<file path="config.mk">
export PLATFORM = sky130hd
export DESIGN_NAME = asp_ctrl_top
export DESIGN_NICKNAME = d
export VERILOG_FILES = /design/src/common/asp_pkg.sv /design/src/logic/asp_sync.sv /design/src/logic/asp_bus_target.sv /design/src/logic/asp_ctrl_top.sv
export SDC_FILE = /design/constraint.sdc
export NUM_CORES = 1
export LEC_CHECK = 0
export ABC_AREA = 1
export BUFFER_PORTS_ARGS = -buffer_cell sky130_fd_sc_hd__clkbuf_2
export CORE_UTILIZATION = 50
export DETAILED_ROUTE_END_ITERATION = 16
export HOLD_SLACK_MARGIN = 0.12
export PLACE_DENSITY = 0.68
export RECOVER_POWER = 25
export SYNTH_ARGS = -nofsm -noshare
export SYNTH_HDL_FRONTEND = slang
export SYNTH_HIERARCHICAL = 1
export SYNTH_SLANG_ARGS = --single-unit
export TNS_END_PERCENT = 30
</file>
<file path="constraint.sdc">
create_clock -name mclk -period 1.4 [get_ports mclk]
set_clock_uncertainty 0.05 [all_clocks]
set_input_delay 0.14 -clock mclk [delete_from_list [all_inputs] [get_ports mclk]]
set_output_delay 0.14 -clock mclk [all_outputs]
set_load 0.1 [all_outputs]
</file>
<file path="src/common/asp_pkg.sv">
// -----------------------------------------------------------------------------
// Shared constants for the application select and power control block
// -----------------------------------------------------------------------------
package asp_pkg;

	// Register offsets on the serial register bus
	localparam logic [7:0] OFS_RUN_APP   = 8'h00; // Running application
	localparam logic [7:0] OFS_APP_REV   = 8'h01; // Application major revision
	localparam logic [7:0] OFS_APP_REQ   = 8'h02; // Application request
	localparam logic [7:0] OFS_CTRL      = 8'he0; // Power and reset control

	// Application codes
	localparam logic [7:0] APP_MEAS      = 8'hc0; // Measurement application
	localparam logic [7:0] APP_BOOT      = 8'h80; // Bootloader

	// Field positions in the power and reset control register
	localparam int         BIT_CPU_RST   = 7;     // Self-clearing processor reset
	localparam int         BIT_CPU_RDY   = 6;     // Firmware-set ready flag
	localparam int         BIT_OSC_ON    = 0;     // Oscillator on request

	// Values after reset
	localparam logic [7:0] RST_RUN_APP   = 8'h00;
	localparam logic [7:0] RST_APP_REV   = 8'h00;
	localparam logic [7:0] RST_APP_REQ   = 8'h00;
	localparam logic       RST_OSC_ON    = 1'b0;  // Device comes up in standby
	localparam logic       RST_CPU_RDY   = 1'b0;

	// Serial bus target address; value is arbitrary
	localparam logic [6:0] BUS_DEV_ADDR  = 7'h2a;
	// Bits in one serial byte
	localparam logic [3:0] BYTE_BITS     = 4'h8;
	// Number of pins passed through the synchroniser
	localparam int         SYNC_W        = 2;

	// Serial target protocol states
	typedef enum logic [2:0] {
		BUS_IDLE     = 3'b000,
		BUS_ADDR     = 3'b001,
		BUS_ACK_ADDR = 3'b010,
		BUS_WRITE    = 3'b011,
		BUS_ACK_WR   = 3'b100,
		BUS_READ     = 3'b101,
		BUS_ACK_RD   = 3'b110
	} asp_bus_state_type;

endpackage

</file>
<file path="src/logic/asp_sync.sv">
`timescale 1ns/1ps
// -----------------------------------------------------------------------------
// Two-stage synchroniser for the serial bus pins
// -----------------------------------------------------------------------------
module asp_sync (
	input  wire logic                        mclk,
	input  wire logic                        arst_n,
	input  wire logic [asp_pkg::SYNC_W-1:0]  pin_in,
	output logic      [asp_pkg::SYNC_W-1:0]  pin_sync
);

	// One pair of flops per pin; the first flop feeds only the second
	genvar i;
	generate
		for (i = 0; i < asp_pkg::SYNC_W; i++) begin : g_bit
			logic meta_q; // First stage, may go metastable
			always_ff @(posedge mclk or negedge arst_n) begin
				if (!arst_n) begin
					meta_q      <= 1'b1; // Idle bus level is high
					pin_sync[i] <= 1'b1;
				end else begin
					meta_q      <= pin_in[i];
					pin_sync[i] <= meta_q;
				end
			end
		end
	endgenerate

endmodule

</file>
<file path="src/logic/asp_bus_target.sv">
`timescale 1ns/1ps
// -----------------------------------------------------------------------------
// Serial two-wire bus target: pointer byte, then data bytes, auto increment
// -----------------------------------------------------------------------------
module asp_bus_target (
	input  wire logic        mclk,
	input  wire logic        arst_n,
	input  wire logic        scl_i,
	input  wire logic        sda_i,
	output logic             sda_o,
	output logic             sda_oe_n,
	output logic [7:0]       reg_addr,
	output logic             wr_stb,
	output logic [7:0]       wr_data,
	input  wire logic [7:0]  rd_data
);

	logic [1:0]                    pins_s;   // Synchronised {scl, sda}
	logic                          scl_p_q;  // Previous scl
	logic                          sda_p_q;  // Previous sda
	asp_pkg::asp_bus_state_type    state_q;  // Protocol state
	logic [3:0]                    cnt_q;    // Bits seen in this byte
	logic [7:0]                    shr_q;    // Receive shift register
	logic [7:0]                    tx_q;     // Transmit shift register
	logic                          drv_q;    // Pull sda low
	logic                          rw_q;     // Transfer is a read
	logic                          first_q;  // Next written byte is the pointer
	logic                          nack_q;   // Host declined further data

	asp_sync u_sync (
		.mclk     (mclk),
		.arst_n   (arst_n),
		.pin_in   ({scl_i, sda_i}),
		.pin_sync (pins_s)
	);

	// Bus conditions from the synchronised pins
	wire scl_s  = pins_s[1];
	wire sda_s  = pins_s[0];
	wire start  = scl_s & scl_p_q & sda_p_q & ~sda_s;
	wire stop   = scl_s & scl_p_q & ~sda_p_q & sda_s;
	wire rise   = scl_s & ~scl_p_q;
	wire fall   = ~scl_s & scl_p_q;

	// Open drain: the pin is only ever pulled low
	assign sda_o    = 1'b0;
	assign sda_oe_n = ~drv_q;

	// Edge history
	always_ff @(posedge mclk or negedge arst_n) begin
		if (!arst_n) begin
			scl_p_q <= 1'b1;
			sda_p_q <= 1'b1;
		end else begin
			scl_p_q <= scl_s;
			sda_p_q <= sda_s;
		end
	end

	// Protocol engine; start and stop override any byte in flight
	always_ff @(posedge mclk or negedge arst_n) begin
		if (!arst_n) begin
			state_q  <= asp_pkg::BUS_IDLE;
			cnt_q    <= 4'h0;
			shr_q    <= 8'h00;
			tx_q     <= 8'h00;
			drv_q    <= 1'b0;
			rw_q     <= 1'b0;
			first_q  <= 1'b0;
			nack_q   <= 1'b0;
			reg_addr <= 8'h00;
			wr_stb   <= 1'b0;
			wr_data  <= 8'h00;
		end else begin
			wr_stb <= 1'b0;
			if (start) begin
				state_q <= asp_pkg::BUS_ADDR;
				cnt_q   <= 4'h0;
				drv_q   <= 1'b0;
			end else if (stop) begin
				state_q <= asp_pkg::BUS_IDLE;
				drv_q   <= 1'b0;
			end else if (rise) begin
				// Sample on the rising clock
				if (state_q == asp_pkg::BUS_ADDR || state_q == asp_pkg::BUS_WRITE) begin
					shr_q <= {shr_q[6:0], sda_s};
					cnt_q <= cnt_q + 4'h1;
				end else if (state_q == asp_pkg::BUS_ACK_RD) begin
					nack_q <= sda_s;
				end
			end else if (fall) begin
				// Change the driven level on the falling clock
				unique case (state_q)
					asp_pkg::BUS_IDLE: begin
						drv_q <= 1'b0;
					end
					asp_pkg::BUS_ADDR: begin
						if (cnt_q == asp_pkg::BYTE_BITS) begin
							if (shr_q[7:1] == asp_pkg::BUS_DEV_ADDR) begin
								drv_q   <= 1'b1;
								rw_q    <= shr_q[0];
								state_q <= asp_pkg::BUS_ACK_ADDR;
							end else begin
								state_q <= asp_pkg::BUS_IDLE;
							end
						end
					end
					asp_pkg::BUS_ACK_ADDR: begin
						cnt_q <= 4'h0;
						if (rw_q) begin
							tx_q     <= rd_data;
							drv_q    <= ~rd_data[7];
							reg_addr <= reg_addr + 8'h01;
							state_q  <= asp_pkg::BUS_READ;
						end else begin
							drv_q    <= 1'b0;
							first_q  <= 1'b1;
							state_q  <= asp_pkg::BUS_WRITE;
						end
					end
					asp_pkg::BUS_WRITE: begin
						if (cnt_q == asp_pkg::BYTE_BITS) begin
							drv_q   <= 1'b1;
							state_q <= asp_pkg::BUS_ACK_WR;
							if (first_q) begin
								reg_addr <= shr_q;
							end else begin
								wr_stb  <= 1'b1;
								wr_data <= shr_q;
							end
						end
					end
					asp_pkg::BUS_ACK_WR: begin
						// Pointer moves only after the strobe has been seen
						if (!first_q) begin
							reg_addr <= reg_addr + 8'h01;
						end
						first_q <= 1'b0;
						drv_q   <= 1'b0;
						cnt_q   <= 4'h0;
						state_q <= asp_pkg::BUS_WRITE;
					end
					asp_pkg::BUS_READ: begin
						cnt_q <= cnt_q + 4'h1;
						if (cnt_q == 4'h7) begin
							drv_q   <= 1'b0;
							state_q <= asp_pkg::BUS_ACK_RD;
						end else begin
							drv_q <= ~tx_q[6];
							tx_q  <= {tx_q[6:0], 1'b0};
						end
					end
					asp_pkg::BUS_ACK_RD: begin
						cnt_q <= 4'h0;
						if (nack_q) begin
							state_q <= asp_pkg::BUS_IDLE;
						end else begin
							tx_q     <= rd_data;
							drv_q    <= ~rd_data[7];
							reg_addr <= reg_addr + 8'h01;
							state_q  <= asp_pkg::BUS_READ;
						end
					end
					default: begin
						state_q <= asp_pkg::BUS_IDLE;
						drv_q   <= 1'b0;
					end
				endcase
			end
		end
	end

endmodule

</file>
<file path="src/logic/asp_ctrl_top.sv">
`timescale 1ns/1ps
// Function
// - Running-app register shows measurement or bootloader code
// - Host application request starts that application
// - Control bit 7 issues global processor reset
// - Processor reset bit clears itself
// - Not ready: only control space is usable
// - Ready flag set only by firmware
// - Oscillator-on write starts oscillator, raises wake interrupt
// - Wake: bootloader resets, measurement application idles
// - Oscillator-off write only raises standby interrupt
// - Firmware powers down, then oscillator stops
module asp_ctrl_top (
	input  wire logic        mclk,
	input  wire logic        arst_n,
	input  wire logic        scl_i,
	input  wire logic        sda_i,
	output logic             sda_o,
	output logic             sda_oe_n,
	input  wire logic        fw_app_we,
	input  wire logic [7:0]  fw_app_id,
	input  wire logic [7:0]  fw_app_rev,
	input  wire logic        fw_ready_set,
	input  wire logic        fw_osc_off,
	output logic             app_start,
	output logic [7:0]       requested_app_code,
	output logic             cpu_rst,
	output logic             cpu_ready,
	output logic             osc_en,
	output logic             standby,
	output logic             oscillator_wake_interrupt,
	output logic             idle_req,
	output logic             standby_irq
);

	// -------------------------------------------------------------------------
	// Declarations
	// -------------------------------------------------------------------------
	logic [7:0] reg_addr;      // Register pointer from the serial target
	logic       wr_stb;        // One-cycle host write strobe
	logic [7:0] wr_data;       // Host write data
	logic [7:0] rd_data;       // Read data for the current pointer
	logic [7:0] run_app_q;     // Running application code
	logic [7:0] app_rev_q;     // Major revision field
	logic [7:0] app_req_q;     // Last requested application
	logic       app_start_q;   // Start pulse to firmware
	logic       cpu_rst_q;     // Self-clearing reset bit
	logic       cpu_rdy_q;     // Firmware ready flag
	logic       osc_q;         // Oscillator running
	logic       stby_pend_q;   // Standby asked, firmware not done yet
	logic       wake_q;        // Wake interrupt pulse
	logic       idle_q;        // Idle request pulse
	logic       stby_irq_q;    // Standby interrupt pulse

	// -------------------------------------------------------------------------
	// Serial bus target
	// -------------------------------------------------------------------------
	asp_bus_target u_bus (
		.mclk     (mclk),
		.arst_n   (arst_n),
		.scl_i    (scl_i),
		.sda_i    (sda_i),
		.sda_o    (sda_o),
		.sda_oe_n (sda_oe_n),
		.reg_addr (reg_addr),
		.wr_stb   (wr_stb),
		.wr_data  (wr_data),
		.rd_data  (rd_data)
	);

	// -------------------------------------------------------------------------
	// Write decode
	// -------------------------------------------------------------------------
	// Application space is closed until firmware says it is ready
	wire app_space_ok = cpu_rdy_q;
	wire wr_ctrl  = wr_stb && (reg_addr == asp_pkg::OFS_CTRL);
	wire wr_run   = wr_stb && app_space_ok && (reg_addr == asp_pkg::OFS_RUN_APP);
	wire wr_rev   = wr_stb && app_space_ok && (reg_addr == asp_pkg::OFS_APP_REV);
	wire wr_req   = wr_stb && app_space_ok && (reg_addr == asp_pkg::OFS_APP_REQ);
	// Oscillator bit transitions; only the 0 to 1 edge wakes the device
	wire osc_wake = wr_ctrl && wr_data[asp_pkg::BIT_OSC_ON] && !osc_q;
	wire osc_down = wr_ctrl && !wr_data[asp_pkg::BIT_OSC_ON] && osc_q;
	// Anything that is not the measurement application handles wake by reset
	wire wake_rst = osc_wake && (run_app_q != asp_pkg::APP_MEAS);

	// -------------------------------------------------------------------------
	// Application registers
	// -------------------------------------------------------------------------
	// Running application and revision; firmware update beats a host write
	always_ff @(posedge mclk or negedge arst_n) begin
		if (!arst_n) begin
			run_app_q <= asp_pkg::RST_RUN_APP;
			app_rev_q <= asp_pkg::RST_APP_REV;
		end else if (cpu_rst_q) begin
			// Processor registers return to reset values
			run_app_q <= asp_pkg::RST_RUN_APP;
			app_rev_q <= asp_pkg::RST_APP_REV;
		end else if (fw_app_we) begin
			run_app_q <= fw_app_id;
			app_rev_q <= fw_app_rev;
		end else begin
			if (wr_run) begin
				run_app_q <= wr_data;
			end
			if (wr_rev) begin
				app_rev_q <= wr_data;
			end
		end
	end

	// Application request and its start pulse to firmware
	always_ff @(posedge mclk or negedge arst_n) begin
		if (!arst_n) begin
			app_req_q   <= asp_pkg::RST_APP_REQ;
			app_start_q <= 1'b0;
		end else begin
			app_start_q <= wr_req;
			if (wr_req) begin
				app_req_q <= wr_data;
			end else if (cpu_rst_q) begin
				app_req_q <= asp_pkg::RST_APP_REQ;
			end
		end
	end

	// -------------------------------------------------------------------------
	// Processor reset and ready
	// -------------------------------------------------------------------------
	// Reset bit is a one-cycle pulse so the host never writes it back to zero
	always_ff @(posedge mclk or negedge arst_n) begin
		if (!arst_n) begin
			cpu_rst_q <= 1'b0;
		end else begin
			cpu_rst_q <= (wr_ctrl && wr_data[asp_pkg::BIT_CPU_RST]) || wake_rst;
		end
	end

	// Ready only ever rises from firmware; set wins over a coincident reset
	always_ff @(posedge mclk or negedge arst_n) begin
		if (!arst_n) begin
			cpu_rdy_q <= asp_pkg::RST_CPU_RDY;
		end else if (fw_ready_set) begin
			cpu_rdy_q <= 1'b1;
		end else if (cpu_rst_q) begin
			cpu_rdy_q <= 1'b0;
		end
	end

	// -------------------------------------------------------------------------
	// Oscillator and standby
	// -------------------------------------------------------------------------
	// Hardware starts the oscillator; stopping it waits for firmware, since
	// cutting the clock under live modules could leave them in a bad state
	always_ff @(posedge mclk or negedge arst_n) begin
		if (!arst_n) begin
			osc_q       <= asp_pkg::RST_OSC_ON;
			stby_pend_q <= 1'b0;
		end else if (osc_wake) begin
			osc_q       <= 1'b1;
			stby_pend_q <= 1'b0;
		end else if (osc_down) begin
			stby_pend_q <= 1'b1;
		end else if (stby_pend_q && fw_osc_off) begin
			osc_q       <= 1'b0;
			stby_pend_q <= 1'b0;
		end
	end

	// Interrupt pulses towards the processor
	always_ff @(posedge mclk or negedge arst_n) begin
		if (!arst_n) begin
			wake_q     <= 1'b0;
			idle_q     <= 1'b0;
			stby_irq_q <= 1'b0;
		end else begin
			wake_q     <= osc_wake;
			idle_q     <= osc_wake && !wake_rst;
			stby_irq_q <= osc_down;
		end
	end

	// -------------------------------------------------------------------------
	// Read mux
	// -------------------------------------------------------------------------
	// Unmapped offsets and a closed application space read as zero
	always_comb begin
		rd_data = 8'h00;
		unique case (reg_addr)
			asp_pkg::OFS_RUN_APP: rd_data = app_space_ok ? run_app_q : 8'h00;
			asp_pkg::OFS_APP_REV: rd_data = app_space_ok ? app_rev_q : 8'h00;
			asp_pkg::OFS_APP_REQ: rd_data = app_space_ok ? app_req_q : 8'h00;
			asp_pkg::OFS_CTRL:    rd_data = {cpu_rst_q, cpu_rdy_q, 5'h00, osc_q};
			default:              rd_data = 8'h00;
		endcase
	end

	// Outputs
	assign app_start                 = app_start_q;
	assign requested_app_code        = app_req_q;
	assign cpu_rst                   = cpu_rst_q;
	assign cpu_ready                 = cpu_rdy_q;
	assign osc_en                    = osc_q;
	assign standby                   = ~osc_q;
	assign oscillator_wake_interrupt = wake_q;
	assign idle_req                  = idle_q;
	assign standby_irq               = stby_irq_q;
endmodule

</file>
After elaboration in Yosys (flattened, before gate mapping)

Cells that the tools add are included.

Bits in latches: 0
Bits in writable memories: 0
Bits in read-only memories: 0
Word-level logic and storage cells: 190
Memories kept: 0
Flip-flop bits (word level): 81
Input bits: 23

Order comparisons: 0
Muxes and demuxes: 66
Bitwise logic cells: 20
$add $sub $neg: 2
Divide/modulo/power cells: 0
Shift-type cells: 0
Reductions and logical operators: 44
Equal/unequal tests: 30
Multipliers: 0

Operator list:

| cell                                                                     | number |
|---|---|
| 8-bit two-way mux                                                        | 16 |
| 8-bit one-hot mux with 4 select lines                                    | 2 |
| 3-bit two-way mux                                                        | 9 |
| 1-bit two-way mux                                                        | 25 |
| 7-bit two-way mux                                                        | 3 |
| 3-bit one-hot mux with 7 select lines                                    | 1 |
| 7-bit one-hot mux with 3 select lines                                    | 1 |
| 4-bit two-way mux                                                        | 5 |
| 6-bit AND reduction                                                      | 3 |
| 3-bit nonzero test                                                       | 6 |
| 7-bit AND reduction                                                      | 2 |
| 1-bit logical AND                                                        | 13 |
| 1-bit inverter                                                           | 13 |
| 2-bit inequality test (second input constant)                            | 6 |
| 4-bit by 2-bit inequality test with 1-bit output (second input constant) | 3 |
| 10-bit AND reduction                                                     | 1 |
| 3-bit == test (second input constant)                                    | 3 |
| 8-bit by 1-bit adder with 8-bit output (second input constant)           | 1 |
| 8-bit by 1-bit == test with 1-bit output (second input constant)         | 1 |
| 8-bit by 2-bit == test with 1-bit output (second input constant)         | 1 |
| 8-bit == test (second input constant)                                    | 1 |
| 8-bit zero test                                                          | 1 |
| 8-bit inequality test (second input constant)                            | 1 |
| 4-bit one-hot mux with 2 select lines                                    | 1 |
| 25 further kinds                                                         | 43 |

Logic depth before layout (Yosys ltp)

Depth after elaboration: 9
Gate-level depth with buffers: 11
Mapped depth without buffers: 11

By module

Netlist, hierarchy kept.

By module, submodules not included:

| module         | cells an instance | sequential area each (um^2) | area an instance (um^2) | times used |
|---|---|---|---|---|
| asp_bus_target | 320               | 1,128.6                     | 2,429.8                 | 1 |
| asp_ctrl_top   | 255               | 800.8                       | 1,884.3                 | 1 |
| asp_sync       | 4                 | 105.1                       | 105.1                   | 1 |

Worst setup path before layout

OpenSTA, ideal clock, no wires.

Path kind: flip-flop to flip-flop
Start: register cpu_rst_q, in the netlist cpu_rst
End: register u_bus.drv_q
Stages on the path, launching flop included: 10
Slack: -724 ps
Data required time: 1,233 ps
Library setup time: 117 ps
Data arrival time: 1,957 ps
Cell sequence: dfrtp_1 > buf_2 > clkbuf_1 > nand2_1 > nand4_1 > inv_1 > nand2_1 > nand3_1 > nor2_1 > nor2_1

Word-level cells in the longest chain between the ends: 8
Elaborated cells on any way between the ends: 9
Classes of those cells: mux (8); bitwise (1)

Ends and longest elaborated chain:

| element                                     | line                                         | source |
|---|---|---|
| start: declaration                          | asp_ctrl_top.sv:47                           | `logic cpu_rst_q;` |
| start signal: assignment                    | asp_ctrl_top.sv:134                          | `cpu_rst_q <= (wr_ctrl && wr_data[asp_pkg::BIT_CPU_RST]) \|\| wake_rst;` |
| 8-bit one-hot mux with 4 select lines (*)   | asp_ctrl_top.sv:188                          | `unique case (reg_addr)` |
| via rd_data[7]                              | asp_ctrl_top.sv:42                           | `logic [7:0] rd_data;` |
| 1-bit inverter (*)                          | asp_bus_target.sv:112, asp_bus_target.sv:159 |  |
| 1-bit two-way mux, on equally long branches | asp_bus_target.sv:155, asp_bus_target.sv:110 |  |
| 1-bit one-hot mux with 5 select lines (*)   | asp_bus_target.sv:93                         | `unique case (state_q)` |
| 1-bit two-way mux (*)                       | asp_bus_target.sv:91                         | `end else if (fall) begin` |
| 1-bit two-way mux (*)                       | asp_bus_target.sv:83                         | `end else if (rise) begin` |
| 1-bit two-way mux (*)                       | asp_bus_target.sv:80                         | `end else if (stop) begin` |
| 1-bit two-way mux (*)                       | asp_bus_target.sv:76                         | `if (start) begin` |
| end signal: assignment                      | asp_bus_target.sv:112                        | `drv_q <= ~rd_data[7];` |
| end signal: assignment                      | asp_bus_target.sv:149                        | `drv_q <= ~tx_q[6];` |
| end signal: assignment                      | asp_bus_target.sv:159                        | `drv_q <= ~rd_data[7];` |
| end: declaration                            | asp_bus_target.sv:25                         | `logic drv_q;` |

Mark *: on every way through the listed nets, which the timed path passes. The rest lies on a longest branch. The select of a mux whose other input is x is not followed.
A chain may end at the register's enable or synchronous reset.

Final worst setup path

Start: register u_bus.reg_addr[2]
End: register u_bus.drv_q

Word-level cells in the longest chain between the ends: 9
Elaborated cells on any way between the ends: 13
Classes of those cells: eq/ne (3); mux (8); bitwise (1); reduce/logical (1)

Ends and longest elaborated chain:

| element                                     | line                                         | source |
|---|---|---|
| start: declaration                          | asp_bus_target.sv:12                         | `output logic [7:0] reg_addr,` |
| start signal: assignment                    | asp_bus_target.sv:113                        | `reg_addr <= reg_addr + 8'h01;` |
| start signal: assignment                    | asp_bus_target.sv:126                        | `reg_addr <= shr_q;` |
| start signal: assignment                    | asp_bus_target.sv:136                        | `reg_addr <= reg_addr + 8'h01;` |
| 8-bit == test, or another cell as far along | asp_ctrl_top.sv:188                          |  |
| 8-bit one-hot mux with 4 select lines (*)   | asp_ctrl_top.sv:188                          |  |
| via rd_data[7]                              | asp_ctrl_top.sv:42                           |  |
| 1-bit inverter (*)                          | asp_bus_target.sv:112, asp_bus_target.sv:159 |  |
| 1-bit two-way mux, on equally long branches | asp_bus_target.sv:155, asp_bus_target.sv:110 |  |
| 1-bit one-hot mux with 5 select lines (*)   | asp_bus_target.sv:93                         |  |
| 1-bit two-way mux (*)                       | asp_bus_target.sv:91                         |  |
| 1-bit two-way mux (*)                       | asp_bus_target.sv:83                         |  |
| 1-bit two-way mux (*)                       | asp_bus_target.sv:80                         |  |
| 1-bit two-way mux (*)                       | asp_bus_target.sv:76                         |  |

Marked as above.

==> impl_results.md <==
* Die ar. at roughly 9200 um2
* Leakage at 3.054 nW
* Fill count at ~620
* Worst VDD drop at 778.0 uV
* # port buffers at 39
* Cell count after placement at 765
* Via count at ~4300
* Max-cap violations at 0
* Vias in the first global route at 4208
* Cell count after synthesis at slightly below 600
* Multi-input gate area in the final layout at ~2500 um2
* Slew headroom at 60.95%
* Min Tclk post-route at 1.566 ns
* Compound-gate portion of the synthesized area at 7.616%
* Drt first-iter violations at roughly 380
* Proportion of synthesized area in mux cells at approximately 1.4%
* DP Wirelength at 8.518 mm
* CP max stage cell: dfrtp_2
* Yosys top cell area share at 42.47%
* Critical-path cell list: nor2_4, nand2_2, nor2_8, nand3_1, nand4_1, inv_1, nand2_1, nand3_1, nor2_1, nor2_1
* Post-DR wirelength/cell at 15.21 um
* Clock transition at the registers of the reported paths at 0.09 ns
* FF+latch count, synth at 81
* Gpl congestion at 0.9450
* Asr flop ratio synth at 100.0%
* Final Hold Vio Count at 0
* Final WL at 12.36 mm
* Final period util at 111.9%
* Worst slew pin tran at 0.5857 ns
* Final antenna-violating net count at 0
* Non-filler cells, final at 813
* Max Root-Sink Buffers at 2
* Largest family of logic cells by synthesized area: simple AND/OR/NAND/NOR gates
* H-tree levels at 3
* Syn avg cell area at 7.633 um2
* Synth Area in Adders at 0.8494%
* Setup violations, final at 58
* Violated checks: negative setup slack
* Critical Path End Type: register
* Hold crit path type: input pin to register
* First-pass GRT wire length at 20.20 mm
* DR pass1 iterations at 5
* XOR/XNOR Fraction of Synth Area at less than 1%
* Layout area overhead at 38.68%
* I/O pin count at 41
* Fraction of layout cells with a size suffix above 1 at 33.76%
* # diodes at 0
* Residual DRC at 0
* Vias/cell at 5.316
* CP Launch Type: register
* Critical path required time at between 1.5 and 2 ns
* TritonCTS Sinks at 81
* Power per cell area at 915.7 nW/um2
* Post-synth EDFFs at 0
* CP top delay family: simple AND/OR/NAND/NOR gates
* Total track usage at between 20% and 30%
* CTS root buf: clkbuf_8
* Main flop type after synthesis: dfrtp_1
* Worst path max stage delay at 0.43 ns
* GR Overflow Total at 0
* Seq/Total Area, Yosys at between 40% and 50%
* Fmax at 0.6384 GHz
* Cell Rows at 33
* Initial Util at 52.72%
* Synth Area in Simple Gates at 36.64%
* CTS tree: built
* Outcome: finished, violations left
* Syn_nets at between 600 and 700
* Arr. time, crit path at 1.77 ns
* Crit Path Category: register to register
* Crit path max fanout at 3
* Die X-Extent at 96.02 um
* Fin nets at between 700 and 800
* Post-route cell area at 6128 um2
* Seq. cell area at 2061 um2
* Placed inst area at 5286 um2
* Worst Path Buf+Inv at 1
* Syn Std Cell Area at 4419 um2
* Yosys warns at 6
* Die height at 96.02 um
* Setup tns final at -4.125 ns
* Worst setup margin at -0.1664 ns
* Pin count of the biggest net entering global routing at 36
* Final hold slack at about 0.20 ns
* Core Area at ~8400 um2
* Yosys cell types at 39
* Final Slew Violations at 0
* Yosys top cell by area: dfrtp_1
* Skew-Pair Late Insertion Delay at 0.36 ns
* Initial antenna violation count at 0
* Dominant cells by area after synthesis: dfrtp_1, nand2_1, nand3_1, inv_1, dfstp_2
* Number of CTS-inserted buffers at 9
* RSZ-0062 raised after global routing: true
## what timing repair did
item | 4_1_cts | 5_1_grt
setup buffers | 4 | 4
hold buffers | 21 | 0
pin swaps | 12 | 13
gates resized for setup | 54 | 53
hold endpoints to repair | 102 | 0
setup endpoints to repair | 59 | 72
cloned | 2 | 1
## where the power goes
group | switching (W) | internal [W]
combinational | 0.000702 | 0.000578
clock | 0.000853 | 0.000738
sequential | 0.000222 | 0.00252
total | 0.00178 | 0.00383
## worst register-to-register path: cells and delay by family (launching register included)
family	cells	cell delay [ns]
flops	1	0.43
simple gates	9	0.94
buf+inv	1	0.05
## per-stage QoR
step	setup WS, ns	utilization, %	power (W)
after floorplan	-0.07484	-	0.003263
after global placement	-0.2093	63.07	0.003713
after detailed placement	-0.2195	63.07	0.003752
after CTS	-0.1741	70.73	0.005491
after global routing	-0.2752	73.12	0.005871
final	-0.1664	73.12	0.005612
## kinds of logic (layout without fill, tap and decap cells)
family / Yosys count / count (layout)
xor+xnor: 3 / 3
compound gates: 64 / 64
mux: 6 / 6
fa+ha+maj: 3 / 3
other cells: 1 / 1
flops: 81 / 81
buf+inv: 68 / 194
simple gates: 353 / 356
## worst paths after layout
kind	startpoint	end	slack, ns	cells after the start
min	fw_app_we	run_app_q[0]$_DFFE_PN0P_	0.20	5
min reg2reg	u_bus/u_sync/g_bit[0].meta_q$_DFF_PN1_	u_bus/u_sync/pin_sync[0]$_DFF_PN1_	0.31	0
max reg2reg	u_bus/reg_addr[2]$_DFFE_PN0P_	u_bus/drv_q$_DFFE_PN0P_	-0.17	10
max in group asynchronous	arst_n	cpu_ready$_DFFE_PN0P_	0.14	3
max	u_bus/reg_addr[2]$_DFFE_PN0P_	u_bus/drv_q$_DFFE_PN0P_	-0.17	10
min in group asynchronous	arst_n	u_bus/state_q[2]$_DFFE_PN0P_	0.26	2
## synthesized netlist by cell type, types with 2 or more instances
library cell	number
a21oi_1	24
buf_2	5
buf_4	2
buf_6	3
clkbuf_1	3
dfrtp_1	75
dfstp_2	6
ha_1	3
inv_1	46
inv_2	4
inv_4	2
mux2i_1	6
nand2_1	217
nand2_2	5
nand2_4	6
nand3_1	64
nand3_2	2
nand4_1	10
nor2_1	31
nor2_2	6
nor2_4	4
nor2_8	3
o21ai_0	31
o21ai_1	2
o21ai_2	2
o22ai_1	3
xnor2_1	2
## placed cells by master, fill, tap and decap left out, types with 3 or more instances in the layout
master and count:
dlygate4sd3_1 21, mux2i_1 6, nor2_8 3, buf_4 62
dfstp_2 4, dfrtp_4 3, clkbuf_2 26, inv_1 37
clkbuf_8 11, nand2_1 190, buf_12 10, dfrtp_2 12
nand4_1 10, buf_6 4, nand3_1 54, nand2_4 9
o21ai_2 5, nor2_1 21, nand2_8 5, o22ai_1 3
inv_2 10, nor2_2 11, a21oi_1 20, nand2_2 25
dfrtp_1 60, o21ai_0 20, nor2_4 9, nand3_2 8
o21ai_1 10, nand3_4 7
## registers in the layout, summed over array words and instances (netlist names), 2 cells and up
register                   count
app_rev_q                      8
requested_app_code             8
run_app_q                      8
u_bus/reg_addr                 8
u_bus/shr_q                    8
u_bus/wr_data                  8
u_bus/tx_q                     7
u_bus/cnt_q                    4
u_bus/state_q                  3
u_bus/u_sync/g_bit.meta_q      2
u_bus/u_sync/pin_sync          2
## routing by layer
layer / up-vias / GRT usage [%] / share of wire (%)
li1: 2115 / - / -
met1: 2042 / 41.53 / 47
met2: 147 / 43.62 / 46
met3: 18 / 4.976 / 5.6
met4: 0 / 10.95 / 1.6
met5: - / 0 / 0
## final cells by class
| type | instances | share of cell area (%) |
|---|---|---|
| multi-input combinational | 433 | 40.14 |
| sequential | 81 | 33.63 |
| timing repair buffer | 124 | 17.27 |
| inverter | 54 | 3.940 |
| clock buffer | 13 | 2.593 |
| tap | 105 | 2.144 |
| clock inverter | 3 | 0.2858 |
(Power assumes the default switching activity.)
